**src/core/irpc_defines.svh**
```systemverilog
// register map, field positions, reset values and timing constants of the ir port
`ifndef IRPC_DEFINES_SVH
`define IRPC_DEFINES_SVH

`define IRPC_ADDR_W 12
`define IRPC_TX_LOW_IDX 12'h0204
`define IRPC_TX_HIGH_IDX 12'h0205
`define IRPC_RX_LOW_IDX 12'h0208
`define IRPC_RX_HIGH_IDX 12'h0209
`define IRPC_CTRL1_IDX 12'h0200
`define IRPC_CTRL2_IDX 12'h0201
`define IRPC_STAT_IDX 12'h020A

`define IRPC_CTRL1_MOD_BIT 5
`define IRPC_CTRL1_DEMOD_BIT 4
`define IRPC_CTRL2_LOOP_BIT 5
`define IRPC_CTRL2_POL_BIT 4
`define IRPC_CTRL2_TX_POLICY_BIT 3
`define IRPC_CTRL2_RX_POLICY_BIT 2
`define IRPC_CTRL2_TX_ON_BIT 1
`define IRPC_CTRL2_RX_ON_BIT 0

`define IRPC_DIV_BYTE_RESET 8'hff
`define IRPC_DIV_RESET 16'hffff
`define IRPC_FIFO_LVL_W 5
`define IRPC_FIFO_HALF 5'h08
`define IRPC_DEMOD_HOLD 5'h10

`define IRPC_RESP_OKAY 2'h0
`define IRPC_RESP_SLVERR 2'h2

`endif

```
**src/core/irpc_pkg.sv**
```systemverilog
// types shared by the ir port control block
package irpc_pkg;

  typedef struct packed {
    logic tx_mod_on;
    logic rx_carrier_detect_on;
  } irpc_ctrl1_t;

  typedef struct packed {
    logic internal_loopback;
    logic carrier_polarity_invert;
    logic tx_request_policy;
    logic rx_request_policy;
    logic transmitter_on;
    logic receiver_on;
  } irpc_ctrl2_t;

  typedef struct packed {
    logic [7:0] high;
    logic [7:0] low;
  } irpc_modulus_t;

endpackage

```
**src/core/irpc_divider.sv**
```systemverilog
// bit clock down counter issuing one-cycle enable pulses
`timescale 1ns/1ps
`include "irpc_defines.svh"

module irpc_divider (
  input wire logic aclk,
  input wire logic aresetn,
  input wire logic [15:0] modulus,
  input wire logic reload,
  input wire logic run,
  output logic tick
);

  logic [15:0] cnt_ff;
  logic tick_ff;

  // period equals modulus cycles; a stopped or reloaded counter restarts full
  always_ff @(posedge aclk) begin
    if (!aresetn) begin
      cnt_ff <= `IRPC_DIV_RESET;
    end else if (reload || !run) begin
      cnt_ff <= modulus;
    end else if (cnt_ff == 16'h0001) begin
      cnt_ff <= modulus;
    end else begin
      cnt_ff <= cnt_ff - 16'h0001;
    end
  end

  always_ff @(posedge aclk) begin
    if (!aresetn) begin
      tick_ff <= 1'b0;
    end else begin
      tick_ff <= run && !reload && (cnt_ff == 16'h0001);
    end
  end

  assign tick = tick_ff;

endmodule

```
**src/core/irpc_top.sv**
```systemverilog
// ir port control, bit clock dividers, carrier modulator and receive front end
`timescale 1ns/1ps
`include "irpc_defines.svh"

module irpc_top (
  input wire logic aclk,
  input wire logic aresetn,
  input wire logic s_axi_awvalid,
  output logic s_axi_awready,
  input wire logic [`IRPC_ADDR_W-1:0] s_axi_awaddr,
  input wire logic [2:0] s_axi_awprot,
  input wire logic s_axi_wvalid,
  output logic s_axi_wready,
  input wire logic [31:0] s_axi_wdata,
  input wire logic [3:0] s_axi_wstrb,
  output logic s_axi_bvalid,
  input wire logic s_axi_bready,
  output logic [1:0] s_axi_bresp,
  input wire logic s_axi_arvalid,
  output logic s_axi_arready,
  input wire logic [`IRPC_ADDR_W-1:0] s_axi_araddr,
  input wire logic [2:0] s_axi_arprot,
  output logic s_axi_rvalid,
  input wire logic s_axi_rready,
  output logic [31:0] s_axi_rdata,
  output logic [1:0] s_axi_rresp,
  input wire logic tx_symbol,
  input wire logic tx_busy,
  input wire logic [`IRPC_FIFO_LVL_W-1:0] tx_fifo_level,
  input wire logic [`IRPC_FIFO_LVL_W-1:0] rx_fifo_level,
  input wire logic rx_pin,
  output logic infrared_out_pin,
  output logic rx_symbol,
  output logic tx_clk_en,
  output logic rx_clk_en,
  output logic tx_request,
  output logic rx_request,
  output logic tx_enabled,
  output logic rx_enabled
);

  ////////////////////////////////////////////////////////////////////////////
  // register bus slave
  logic aw_hold_ff, w_hold_ff, bvalid_ff, rvalid_ff, do_write, wr_hit, rd_hit, lane0;
  logic [`IRPC_ADDR_W-1:0] awaddr_ff, widx, ridx;
  logic [31:0] wdata_ff, rdata_ff;
  logic [3:0] wstrb_ff;
  logic [1:0] bresp_ff, rresp_ff;
  logic [7:0] rd_byte;
  irpc_pkg::irpc_ctrl1_t ctrl1_ff;
  irpc_pkg::irpc_ctrl2_t ctrl2_ff;
  irpc_pkg::irpc_modulus_t tx_mod_ff;
  irpc_pkg::irpc_modulus_t rx_mod_ff;
  logic tx_reload_ff, rx_reload_ff;

  // prot bits carry nothing for this block
  logic unused_prot;
  assign unused_prot = ^{s_axi_awprot, s_axi_arprot};

  assign s_axi_awready = !aw_hold_ff && !bvalid_ff;
  assign s_axi_wready = !w_hold_ff && !bvalid_ff;
  assign s_axi_arready = !rvalid_ff;
  assign do_write = aw_hold_ff && w_hold_ff && !bvalid_ff;
  // printed offsets are word indices; byte address is four times the index
  assign widx = {2'b00, awaddr_ff[`IRPC_ADDR_W-1:2]};
  assign ridx = {2'b00, s_axi_araddr[`IRPC_ADDR_W-1:2]};
  assign lane0 = wstrb_ff[0];

  always_comb begin
    case (widx)
      `IRPC_CTRL1_IDX, `IRPC_CTRL2_IDX, `IRPC_TX_LOW_IDX,
      `IRPC_TX_HIGH_IDX, `IRPC_RX_LOW_IDX, `IRPC_RX_HIGH_IDX: wr_hit = 1'b1;
      // status is read only; a write to it is refused
      default: wr_hit = 1'b0;
    endcase
  end

  always_ff @(posedge aclk) begin
    if (!aresetn) begin
      aw_hold_ff <= 1'b0;
      awaddr_ff <= 12'h000;
    end else if (s_axi_awvalid && s_axi_awready) begin
      aw_hold_ff <= 1'b1;
      awaddr_ff <= s_axi_awaddr;
    end else if (do_write) begin
      aw_hold_ff <= 1'b0;
    end
  end

  always_ff @(posedge aclk) begin
    if (!aresetn) begin
      w_hold_ff <= 1'b0;
      wdata_ff <= 32'h0000_0000;
      wstrb_ff <= 4'h0;
    end else if (s_axi_wvalid && s_axi_wready) begin
      w_hold_ff <= 1'b1;
      wdata_ff <= s_axi_wdata;
      wstrb_ff <= s_axi_wstrb;
    end else if (do_write) begin
      w_hold_ff <= 1'b0;
    end
  end

  always_ff @(posedge aclk) begin
    if (!aresetn) begin
      bvalid_ff <= 1'b0;
      bresp_ff <= `IRPC_RESP_OKAY;
    end else if (do_write) begin
      bvalid_ff <= 1'b1;
      bresp_ff <= wr_hit ? `IRPC_RESP_OKAY : `IRPC_RESP_SLVERR;
    end else if (s_axi_bready) begin
      bvalid_ff <= 1'b0;
    end
  end

  assign s_axi_bvalid = bvalid_ff;
  assign s_axi_bresp = bresp_ff;

  ////////////////////////////////////////////////////////////////////////////
  // control and modulus registers
  always_ff @(posedge aclk) begin
    if (!aresetn) begin
      ctrl1_ff <= '0;
      ctrl2_ff <= '0;
    end else if (do_write && lane0) begin
      if (widx == `IRPC_CTRL1_IDX) begin
        ctrl1_ff.tx_mod_on <= wdata_ff[`IRPC_CTRL1_MOD_BIT];
        ctrl1_ff.rx_carrier_detect_on <= wdata_ff[`IRPC_CTRL1_DEMOD_BIT];
      end
      if (widx == `IRPC_CTRL2_IDX) begin
        ctrl2_ff.internal_loopback <= wdata_ff[`IRPC_CTRL2_LOOP_BIT];
        ctrl2_ff.carrier_polarity_invert <= wdata_ff[`IRPC_CTRL2_POL_BIT];
        ctrl2_ff.tx_request_policy <= wdata_ff[`IRPC_CTRL2_TX_POLICY_BIT];
        ctrl2_ff.rx_request_policy <= wdata_ff[`IRPC_CTRL2_RX_POLICY_BIT];
        ctrl2_ff.transmitter_on <= wdata_ff[`IRPC_CTRL2_TX_ON_BIT];
        ctrl2_ff.receiver_on <= wdata_ff[`IRPC_CTRL2_RX_ON_BIT];
      end
    end
  end

  // a zero modulus is not guarded; software keeps it nonzero
  always_ff @(posedge aclk) begin
    if (!aresetn) begin
      tx_mod_ff <= {`IRPC_DIV_BYTE_RESET, `IRPC_DIV_BYTE_RESET};
      rx_mod_ff <= {`IRPC_DIV_BYTE_RESET, `IRPC_DIV_BYTE_RESET};
    end else if (do_write && lane0) begin
      if (widx == `IRPC_TX_LOW_IDX) tx_mod_ff.low <= wdata_ff[7:0];
      if (widx == `IRPC_TX_HIGH_IDX) tx_mod_ff.high <= wdata_ff[7:0];
      if (widx == `IRPC_RX_LOW_IDX) rx_mod_ff.low <= wdata_ff[7:0];
      if (widx == `IRPC_RX_HIGH_IDX) rx_mod_ff.high <= wdata_ff[7:0];
    end
  end

  // reload one cycle after the byte lands, so the counter sees the new value
  always_ff @(posedge aclk) begin
    if (!aresetn) begin
      tx_reload_ff <= 1'b0;
      rx_reload_ff <= 1'b0;
    end else begin
      tx_reload_ff <= do_write && lane0 &&
        (widx == `IRPC_TX_LOW_IDX || widx == `IRPC_TX_HIGH_IDX);
      rx_reload_ff <= do_write && lane0 &&
        (widx == `IRPC_RX_LOW_IDX || widx == `IRPC_RX_HIGH_IDX);
    end
  end

  ////////////////////////////////////////////////////////////////////////////
  // read path
  always_comb begin
    rd_hit = 1'b1;
    rd_byte = 8'h00;
    case (ridx)
      `IRPC_CTRL1_IDX: begin
        rd_byte[`IRPC_CTRL1_MOD_BIT] = ctrl1_ff.tx_mod_on;
        rd_byte[`IRPC_CTRL1_DEMOD_BIT] = ctrl1_ff.rx_carrier_detect_on;
      end
      `IRPC_CTRL2_IDX: rd_byte = {2'b00, ctrl2_ff};
      `IRPC_TX_LOW_IDX: rd_byte = tx_mod_ff.low;
      `IRPC_TX_HIGH_IDX: rd_byte = tx_mod_ff.high;
      `IRPC_RX_LOW_IDX: rd_byte = rx_mod_ff.low;
      `IRPC_RX_HIGH_IDX: rd_byte = rx_mod_ff.high;
      `IRPC_STAT_IDX: rd_byte = {4'h0, tx_busy, infrared_out_pin, tx_request, rx_request};
      default: rd_hit = 1'b0;
    endcase
  end

  always_ff @(posedge aclk) begin
    if (!aresetn) begin
      rvalid_ff <= 1'b0;
      rdata_ff <= 32'h0000_0000;
      rresp_ff <= `IRPC_RESP_OKAY;
    end else if (s_axi_arvalid && s_axi_arready) begin
      rvalid_ff <= 1'b1;
      rdata_ff <= {24'h00_0000, rd_byte};
      rresp_ff <= rd_hit ? `IRPC_RESP_OKAY : `IRPC_RESP_SLVERR;
    end else if (s_axi_rready) begin
      rvalid_ff <= 1'b0;
    end
  end

  assign s_axi_rvalid = rvalid_ff;
  assign s_axi_rdata = rdata_ff;
  assign s_axi_rresp = rresp_ff;

  ////////////////////////////////////////////////////////////////////////////
  // bit clock dividers
  logic tx_tick, rx_tick;
  irpc_divider u_tx_div (
    .aclk(aclk),
    .aresetn(aresetn),
    .modulus(tx_mod_ff),
    .reload(tx_reload_ff),
    .run(ctrl2_ff.transmitter_on),
    .tick(tx_tick)
  );

  irpc_divider u_rx_div (
    .aclk(aclk),
    .aresetn(aresetn),
    .modulus(rx_mod_ff),
    .reload(rx_reload_ff),
    .run(ctrl2_ff.receiver_on),
    .tick(rx_tick)
  );

  assign tx_clk_en = tx_tick;
  assign rx_clk_en = rx_tick;
  assign tx_enabled = ctrl2_ff.transmitter_on;
  assign rx_enabled = ctrl2_ff.receiver_on;

  ////////////////////////////////////////////////////////////////////////////
  // transmit modulator
  logic pin_ff, carrier_ff, tx_mark, tx_live;
  // a mark is a one, or a zero when the polarity is inverted
  assign tx_mark = tx_symbol ^ ctrl2_ff.carrier_polarity_invert;
  assign tx_live = ctrl2_ff.transmitter_on && tx_busy;

  always_ff @(posedge aclk) begin
    if (!aresetn) begin
      carrier_ff <= 1'b0;
    end else if (!tx_live || !ctrl1_ff.tx_mod_on || !tx_mark) begin
      carrier_ff <= 1'b0;
    end else if (tx_tick) begin
      carrier_ff <= !carrier_ff;
    end
  end

  always_ff @(posedge aclk) begin
    if (!aresetn) begin
      pin_ff <= 1'b0;
    end else if (ctrl1_ff.tx_mod_on) begin
      pin_ff <= carrier_ff;
    end else if (!tx_live) begin
      pin_ff <= ctrl2_ff.carrier_polarity_invert;
    end else begin
      pin_ff <= tx_mark;
    end
  end

  // pin keeps showing transmit data in loopback
  assign infrared_out_pin = pin_ff;

  ////////////////////////////////////////////////////////////////////////////
  // receive front end
  logic rx_meta_ff, rx_sync_ff, rx_src, rx_prev_ff, rx_edge, rx_symbol_ff;
  logic [4:0] hold_ff;

  always_ff @(posedge aclk) begin
    if (!aresetn) begin
      rx_meta_ff <= 1'b0;
      rx_sync_ff <= 1'b0;
    end else begin
      rx_meta_ff <= rx_pin;
      rx_sync_ff <= rx_meta_ff;
    end
  end

  assign rx_src = ctrl2_ff.internal_loopback ? pin_ff : rx_sync_ff;
  assign rx_edge = rx_src ^ rx_prev_ff;

  always_ff @(posedge aclk) begin
    if (!aresetn) begin
      rx_prev_ff <= 1'b0;
    end else begin
      rx_prev_ff <= rx_src;
    end
  end

  // a mark lasts while edges keep coming within the hold window of rx ticks
  always_ff @(posedge aclk) begin
    if (!aresetn) begin
      hold_ff <= 5'h00;
    end else if (!ctrl2_ff.receiver_on) begin
      hold_ff <= 5'h00;
    end else if (rx_edge) begin
      hold_ff <= `IRPC_DEMOD_HOLD;
    end else if (rx_tick && hold_ff != 5'h00) begin
      hold_ff <= hold_ff - 5'h01;
    end
  end

  // no receive inversion in hardware; software owns it
  always_ff @(posedge aclk) begin
    if (!aresetn) begin
      rx_symbol_ff <= 1'b0;
    end else if (!ctrl2_ff.receiver_on) begin
      rx_symbol_ff <= 1'b0;
    end else if (ctrl1_ff.rx_carrier_detect_on) begin
      rx_symbol_ff <= rx_edge || (hold_ff != 5'h00);
    end else begin
      rx_symbol_ff <= rx_src;
    end
  end

  assign rx_symbol = rx_symbol_ff;

  ////////////////////////////////////////////////////////////////////////////
  // service requests
  logic tx_req_ff, rx_req_ff;
  always_ff @(posedge aclk) begin
    if (!aresetn) begin
      tx_req_ff <= 1'b0;
    end else if (ctrl2_ff.tx_request_policy) begin
      tx_req_ff <= !tx_busy;
    end else begin
      tx_req_ff <= (tx_fifo_level <= `IRPC_FIFO_HALF);
    end
  end

  always_ff @(posedge aclk) begin
    if (!aresetn) begin
      rx_req_ff <= 1'b0;
    end else if (ctrl2_ff.rx_request_policy) begin
      rx_req_ff <= (rx_fifo_level != 5'h00);
    end else begin
      rx_req_ff <= (rx_fifo_level >= `IRPC_FIFO_HALF);
    end
  end

  assign tx_request = tx_req_ff;
  assign rx_request = rx_req_ff;

endmodule

```
**config.mk**
```make
export PLATFORM = sky130hd
export DESIGN_NAME = irpc_top
export DESIGN_NICKNAME = d
export VERILOG_FILES = /design/src/core/irpc_pkg.sv /design/src/core/irpc_divider.sv /design/src/core/irpc_top.sv
export VERILOG_INCLUDE_DIRS = /design/src /design/src/core
export SDC_FILE = /design/constraint.sdc
export NUM_CORES = 1
export LEC_CHECK = 0
export BUFFER_PORTS_ARGS = -buffer_cell sky130_fd_sc_hd__clkbuf_2
export CORE_MARGIN = 8
export CORE_UTILIZATION = 50
export CTS_BUF_LIST = sky130_fd_sc_hd__clkbuf_2
export DETAILED_ROUTE_END_ITERATION = 7
export GPL_TIMING_DRIVEN = 0
export MAX_ROUTING_LAYER = met4
export PLACE_DENSITY = 0.89
export SYNTH_ARGS = -nofsm -noshare
export SYNTH_HDL_FRONTEND = slang
export SYNTH_SLANG_ARGS = --single-unit
```
**constraint.sdc**
```tcl
create_clock -name aclk -period 1.9 [get_ports aclk]
set_clock_uncertainty 0.05 [all_clocks]
set_input_delay 0.19 -clock aclk [delete_from_list [all_inputs] [get_ports aclk]]
set_output_delay 0.19 -clock aclk [all_outputs]
set_load 0.01 [all_outputs]
```
### Word level (Yosys, flattened, before mapping)

Cells that the tools add are included.

| storage, ports and cells | value |
|---|---|
| bits in registers | 126 |
| bits in latches | 0 |
| RAM bits | 0 |
| memory bits (read-only) | 0 |
| bits of input ports | 86 |
| output and inout port bits | 49 |
| word-level logic and storage cells | 142 |
| memories | 0 |

| operators by class | value |
|---|---|
| add/subtract/negate cells | 3 |
| multiply operators | 0 |
| div/mod/pow operators | 0 |
| order comparisons | 2 |
| equality and inequality tests | 15 |
| shift operators | 0 |
| mux-type cells | 26 |
| bitwise gates (word level) | 4 |
| reductions and logical operators | 54 |

Operator list:

| cell | count |
|---|---|
| $eq 10x10->1 const B | 13 |
| $mux 16 | 4 |
| $eq 16x1->1 const B | 2 |
| $sub 16x1->16 const B | 2 |
| $pmux 4 s6 | 1 |
| $logic_and 1x1->1 | 16 |
| $mux 1 | 15 |
| $reduce_and 2->1 | 7 |
| $logic_not 1->1 | 13 |
| $pmux 2 s6 | 1 |
| $mux 5 | 2 |
| $reduce_bool 2->1 | 5 |
| $reduce_bool 5->1 | 2 |
| $pmux 2 s4 | 1 |
| $logic_or 1x1->1 | 7 |
| $reduce_or 7->1 | 1 |
| $reduce_or 6->1 | 1 |
| $ge 5x4->1 const B | 1 |
| $le 5x4->1 const B | 1 |
| $sub 5x1->5 const B | 1 |
| $mux 2 | 2 |
| $reduce_or 3->1 | 1 |
| $not 1->1 | 2 |
| $reduce_or 2->1 | 1 |
| $xor 1x1->1 | 2 |

### Longest topological paths before layout

Gate-level depths: netlist of the first run.

| depth | value |
|---|---|
| depth after elaboration | 5 |
| gate-level depth with buffers | 8 |
| mapped depth without buffers | 7 |

### By module

A second synthesis of the first run with hierarchy kept.

| unflattened totals | value |
|---|---|
| cells, all modules | 632 |
| area, all modules | 5936.9 um^2 |

Modules (own cells, without submodules):

| module | times used | cells an instance | area an instance (um^2) | seq. area each (um^2) |
|---|---|---|---|---|
| irpc_top | 1 | 430 | 4020.1 | 1761.7 |
| irpc_divider | 2 | 101 | 958.4 | 340.3 |

### Least setup slack after synthesis of the first run

No wires, ideal clock.

| timing | value |
|---|---|
| path kind | register -> register |
| start | reg u_tx_div.cnt_ff[10] |
| end | reg u_tx_div.cnt_ff[1] |
| library setup time | 0.131 ns |
| arrival time | 1.921 ns |
| required time | 1.719 ns |
| slack | -0.202 ns |
| stages on the path, launching flop included | 7 |
| path buffers | 1 |
| cell sequence | dfxtp_1 or4_4 or3_4 o41a_4 clkbuf_8 nor3_1 a31oi_1 |

| between the ends | value |
|---|---|
| word-level cells in the longest chain between the ends | 3 |

RTL lines:

| what | line | source |
|---|---|---|
| start, declared | irpc_divider.sv:14 | `logic [15:0] cnt_ff;` |
| start signal, assigned | irpc_divider.sv:20 | `` cnt_ff <= `IRPC_DIV_RESET; `` |
| start signal, assigned | irpc_divider.sv:22 | `cnt_ff <= modulus;` |
| start signal, assigned | irpc_divider.sv:24 | `cnt_ff <= modulus;` |
| $eq 16x1->1 | irpc_divider.sv:23 | `end else if (cnt_ff == 16'h0001) begin` |
| $mux 16 | irpc_divider.sv:23 |  |
| $mux 16 | irpc_divider.sv:21 | `end else if (reload \|\| !run) begin` |

No other way between the ends.
A chain may end at the register's enable or synchronous reset.

### Final worst setup path of the first run

| timing | value |
|---|---|
| start | reg u_tx_div.cnt_ff[10] |
| end | reg u_tx_div.cnt_ff[14] |

| between the ends | value |
|---|---|
| word-level cells in the longest chain between the ends | 3 |
| elaborated cells on any way between the ends | 4 |

RTL lines:

| what | line |
|---|---|
| $sub 16x1->16 / $eq 16x1->1 (equally long branches) | irpc_divider.sv:26, irpc_divider.sv:23 |
| $mux 16 (*) | irpc_divider.sv:23 |
| $mux 16 (*) | irpc_divider.sv:21 |

Every way passes the cells marked *; elsewhere a longest branch is shown, timed or not.

==> impl_metrics.ini, run 1 <==
[global_route]
grt_pass1_wl_mm = 29.6
antenna_found_initial = 0
overflow = 0
track_usage = 0.260
grt_pass1_vias = 5944
grt_max_degree = 17

[drt]
vias_per_cell = 5.89
dr.pass1.iters = 6
postRouteAntennaNets = 0
wl_per_cell_um = 18.6
num_vias = 6024
drcViolationCount = 0
routed_wl_mm = 19.0
drtIter0Drc = 695

[setup_path]
r2r_slack_ns = -0.30
end_kind = flop
cp.required_ns = 2.42
worstPathArrival_ns = 2.72
worstSetupStartpointType = flop
crit_fanout = 5
crit_type = reg -> reg

[clocking]
cts_buffers = 17
cts_tree = built
cts_buffer_depth = 2
insertion_delay_ns = 0.70
clkTransAtPathRegs_ns = 0.18
cts-root-buf = clkbuf_2
clock_sinks = 122
htree_levels = 4

[power_and_ir_drop]
p_per_area_mw_per_mm2 = 668
power.total_mw = 4.95
p_leak_nw = 3.13
ir_drop_mv = 0.586

[sta]
period_minus_slack_ns = 2.20
rsz0062_at_grt = true
finalMaxSlewViolations = 0
min_period_over_period = 1.16
worst_slew_pin_slew_ns = 0.693
clock.fmax_ghz = 0.454
setup_viol = 18
setup_ws_ns = -0.304
slew_headroom = 0.532
finalHoldViolCount = 0
tns_ns = -3.77

[cells_and_area]
drive_gt1_frac = 0.235
synthToLayoutAreaGrowth_pct = 30.3
fin_nets = 956
final_area_mm2 = 0.00742
nFillCells = 787
fin_util = 0.658

[yosys]
ys_seq_area_frac = 0.429
ys_ff_latch = 122
yosys.cell_types.count = 59
synth_edf_count = 0
syn_avg_cell_area_um2 = 8.30
synth_cells = 686
synth_area_mm2 = 0.00569
synth_ff_type = dfxtp_1
async_flop_share = 0
yosys_warnings = 0

[floorplan]
start_util = 0.505
die_h_um = 123
io_pins = 135
core_mm2 = 0.0113
num_rows = 39
die_x_um = 123
dieArea_mm2 = 0.0151

[run_status]
status = finished with violations
violations = negative setup slack

[min_path]
hold_path_class = in -> reg

[place]
hpwl_mm = 11.2
placed_area_mm2 = 0.00631
numPortBuffers = 70
place_congestion = 0.973

[run]
maxCapViolCount = 0
-- synthesized netlist by cell type, types with 2 or more instances --
library cell,n,area share
nand3_1,35,0.031
or4b_2,2,0.0035
o21ai_1,5,0.0044
nor3b_1,5,0.0066
nor4b_1,3,0.0046
a211oi_1,5,0.0066
nor4_1,7,0.0077
a32o_1,2,0.0035
inv_1,13,0.0086
and2_1,7,0.0077
mux2i_1,25,0.044
dfxtp_1,122,0.43
nand2b_1,10,0.011
and4_1,2,0.0031
mux2_2,2,0.0040
nor2b_1,8,0.0088
a31oi_1,3,0.0033
nand3b_1,6,0.0079
xor2_1,12,0.018
buf_2,3,0.0026
buf_4,26,0.034
o211ai_1,14,0.018
a2bb2oi_1,2,0.0031
ha_1,5,0.011
a22oi_1,6,0.0079
nand4_1,4,0.0044
xnor2_1,17,0.026
o31a_1,2,0.0031
o21ai_0,39,0.034
clkbuf_1,27,0.018
and3_1,2,0.0022
nand2_1,114,0.075
o22ai_1,3,0.0033
nor2_1,54,0.036
a21oi_1,49,0.043
nor3_1,22,0.019
-- state kept, by name (all words and copies together) (netlist names), 2 cells and up --
| signal | cells |
|---|---|
| u_tx_div.cnt_ff | 16 |
| s_axi_rdata | 8 |
| rx_mod_ff | 16 |
| wdata_ff | 8 |
| awaddr_ff | 10 |
| hold_ff | 5 |
| u_rx_div.cnt_ff | 16 |
| ctrl2_ff | 4 |
| ctrl1_ff | 2 |
| tx_mod_ff | 16 |
-- cell type report --
type	instances	area (um2)	share of cell area
Clock buffer	18	90.1	0.0121
Multi-Input combinational cell	516	3110	0.419
Tap cell	143	179	0.0241
Antenna cell	1	2.50	0.000337
Clock inverter	14	154	0.0207
Buffer	53	348	0.0469
Timing Repair Buffer	141	1030	0.139
Inverter	14	52.6	0.00709
Sequential cell	122	2450	0.331
-- timing repair --
item                       4_1_cts  5_1_grt
hold buffers                    47        0
pin swaps                        9        8
gates cloned                     2        0
buffers inserted                14        9
gates resized for setup         24       48
hold endpoints to repair        36        0
setup endpoints to repair       77       82
-- worst max-delay path, stage by stage, from the launching register on --
cell       delay, ns
dfxtp_2         0.35
or4_4           0.53
or3_4           0.37
o41a_4          0.41
clkbuf_16       0.18
nor2_2          0.10
o21ai_1         0.10
-- metrics by stage --
stage / setup WS, ns / instances / hold WS, ns
floorplan: -0.199 / 711 / 0.239
global placement: -0.363 / 924 / 0.326
detailed placement: -0.414 / 924 / 0.337
CTS: -0.286 / 1017 / 0.0196
global route: -0.404 / 1021 / 0.0440
finish: -0.304 / 1022 / 0.0725
-- cells by family (layout without fill, tap and decap cells) --
group	count (synthesis)	after routing	synth area share
and+or+nand+nor	287	287	0.240
adders and majority gates	5	5	0.0110
other	1	27	0.000659
xor gates and xnor gates	29	29	0.0446
buffers and inverters	73	240	0.0690
DFF	122	122	0.429
muxes	28	28	0.0519
AOI/OAI and AO/OA	141	141	0.153
-- routing by layer --
metal | part of all wire | up-vias | track usage
li1 | - | 2706 | -
met1 | 0.35 | 2747 | 0.271
met2 | 0.48 | 449 | 0.421
met3 | 0.099 | 122 | 0.0754
met4 | 0.064 | 0 | 0.170
met5 | 0 | - | -
-- cells in the final DEF, fill, tap and decap left out, drive strengths merged, types with 3 or more instances in the layout --
cell         netlist  final
a22oi              6      6
clkbuf            28    110
ha                 5      5
dfxtp            122    122
and2               7      7
a31oi              3      3
xor2              12     12
xnor2             17     17
nand2b            10     10
conb               1     26
nor4               8      8
dlygate4sd3        0     46
a21oi             49     49
clkinv             0      9
bufinv             0      3
nor3b              5      5
o211ai            14     14
nor2              54     54
nand3             35     35
nor4b              3      3
nand2            114    114
nor2b              8      8
o22ai              3      3
mux2i             25     25
a211oi             5      5
nand3b             6      6
nand4              4      4
o21ai             44     44
inv               14     15
buf               31     56
nor3              22     22
-- path summary, 6_finish.rpt --
kind	startpoint	end	cells after the start
worst max-delay path	u_tx_div.cnt_ff[10]	u_tx_div.cnt_ff[14]	6
worst min-delay path	s_axi_araddr[4]	s_axi_rdata[4]	5
worst max register to register	u_tx_div.cnt_ff[10]	u_tx_div.cnt_ff[14]	6
worst min register to register	tx_reload_ff	u_tx_div.tick	1
-- report_power, final --
part           internal (mW)  switching (mW)  total, mW
Combinational          0.235           0.300      0.535
Sequential              2.61          0.0652       2.67
Clock                  0.723            1.02       1.74
Note: power is estimated with default switching activity, not from simulation.
==> run 2, diff against run 1 <==
Settings changed: PLACE_DENSITY 0.89 to 0.84.
==> impl_metrics.ini, run 2 (same netlist as run 1, synthesis figures left out) <==
[cells_and_area]
final_area_mm2 = 0.00736
synthToLayoutAreaGrowth_pct = 29.4
final_common_cell = dfxtp_1
drive_gt1_frac = 0.233
layout_common_cells = dfxtp_1 (113), nand2_1 (110), clkbuf_2 (87)
nFillCells = 864
fin_nets = 954

[floorplan]
core_mm2 = 0.0113
io_pins = 135
die_x_um = 123
dieArea_mm2 = 0.0151
num_rows = 39
die_h_um = 123
start_util = 0.505

[power_and_ir_drop]
p_int_mw = 3.54
power_frac_comb = 0.103
seq_power_share = 0.547
ir_drop_mv = 0.624
p_leak_nw = 3.10
pwr-share-clk = 0.350
p_per_area_mw_per_mm2 = 662
swShare = 0.273
netSwitchingPower_mw = 1.33

[setup_path]
worstSetupStartpointType = flop
end_kind = flop
reg2reg_to = u_tx_div.cnt_ff[0]
rr_startpoint = u_tx_div.cnt_ff[10]
r2r_cells = 6
cp.required_ns = 2.43
cp_cell_sequence = or4_4, or3_4, o41a_4, buf_4, mux2i_1, nand2_1
critPathLaunch = u_tx_div.cnt_ff[10]
crit_type = reg -> reg
r2r_slack_ns = -0.29
cpMaxStageDelayCell = or4_4
cpPeakStageDelay_ns = 0.53
worstPathArrival_ns = 2.72
crit_fanout = 4

[sta]
timing.hold.ws_ns = 0.0353
finalHoldViolCount = 0
period_minus_slack_ns = 2.19
setup_ws_ns = -0.291
finalMaxSlewViolations = 0
setup_viol = 17
rsz0062_at_grt = true
clock.fmax_ghz = 0.457
worst_slew_pin_slew_ns = 0.647
slew_headroom = 0.563
tns_ns = -3.78
min_period_over_period = 1.15

[global_route]
grt_pass1_vias = 5495
grt_pass1_wl_mm = 26.6
track_usage = 0.232
grt_max_degree = 17
overflow = 0
antenna_found_initial = 1

[run_status]
violations = negative setup slack
status = finished with violations

[drt]
vias_per_cell = 5.63
drcViolationCount = 0
drtIter0Drc = 386
dr.pass1.iters = 6
postRouteAntennaNets = 0
routed_wl_mm = 17.1
num_vias = 5736
wl_per_cell_um = 16.8

[clocking]
htree_levels = 4
cts-root-buf = clkbuf_2
cts_tree = built
clkTransAtPathRegs_ns = 0.17
cts_buffers = 17
cts_buffer_depth = 2
insertion_delay_ns = 0.70
clock_sinks = 122

[min_path]
hold_path_depth = 4
hold_end = s_axi_rdata[6]
min_from = aresetn
hold_path_class = in -> reg

[place]
place_congestion = 0.934
hpwl_mm = 11.1
numPortBuffers = 70
placed_area_mm2 = 0.00631

[run]
maxCapViolCount = 0
run 2: cell count changes in the layout (fill, tap and decap cells not counted), sizes merged:
cell         change
dlygate4sd3      -1
buf              -2
inv              -1
clkinvlp         +2
clkinv           -1
run 2: metrics by stage:
| stage | setup WS, ns | util | total power, mW | std cells |
|---|---|---|---|---|
| floorplan | -0.199 | - | 2.96 | 711 |
| global placement | -0.431 | 0.560 | 3.10 | 924 |
| detailed placement | -0.532 | 0.560 | 3.11 | 924 |
| CTS | -0.284 | 0.642 | 4.82 | 1015 |
| global route | -0.327 | 0.653 | 5.04 | 1019 |
| finish | -0.291 | 0.653 | 4.87 | 1019 |
run 2: how the worst max path moves through the flow:
stage                         endpoint  slack, ns  cells past startpoint
floorplan           u_tx_div.cnt_ff[1]      -0.20                      6
global placement    u_rx_div.cnt_ff[8]      -0.43                      5
detailed placement  u_rx_div.cnt_ff[3]      -0.53                      5
CTS                 u_tx_div.cnt_ff[7]      -0.28                      6
global route        u_tx_div.cnt_ff[8]      -0.33                      6
finish              u_tx_div.cnt_ff[0]      -0.29                      6
run 2: cell type report:
type,count,area [um2],share of cell area
repair buffers,137,976,0.133
plain buffers,55,335,0.0455
clock buffers,17,85.1,0.0116
flip-flops and latches,122,2460,0.334
inverters,14,52.6,0.00714
diodes,1,2.50,0.000340
well taps,143,179,0.0243
multi-input cells,516,3120,0.424
clock inverters,14,156,0.0212
run 2: power by group through the flow:
stage | combinational, mW | clock (mW) | sequential, mW
global placement | 0.393 | 0 | 2.71
global route | 0.545 | 1.82 | 2.67
detailed placement | 0.396 | 0 | 2.71
CTS | 0.472 | 1.68 | 2.66
finish | 0.503 | 1.70 | 2.67
floorplan | 0.260 | 0 | 2.70
run 2: layer usage:
metal / part of all wire / global-route usage
met1: 0.38 / 0.256
met5: 0 / -
met3: 0.085 / 0.0649
met4: 0.030 / 0.0967
met2: 0.50 / 0.386
run 2: critical path, delay by kind of cell (launching register included):
family,cells,cell delay [ns]
AND/OR/NAND/NOR,3,0.98
flip-flops,1,0.36
multiplexers,1,0.13
buffers and inverters,1,0.15
AO/OA/AOI/OAI,1,0.40
run 2: timing repair:
item                       CTS  global route
hold buffers                45             0
gates cloned                 2             0
setup buffers               15             5
hold endpoints to repair    36             0
resized for setup           33            33
pin swaps                    8            12
setup endpoints to repair   78            57
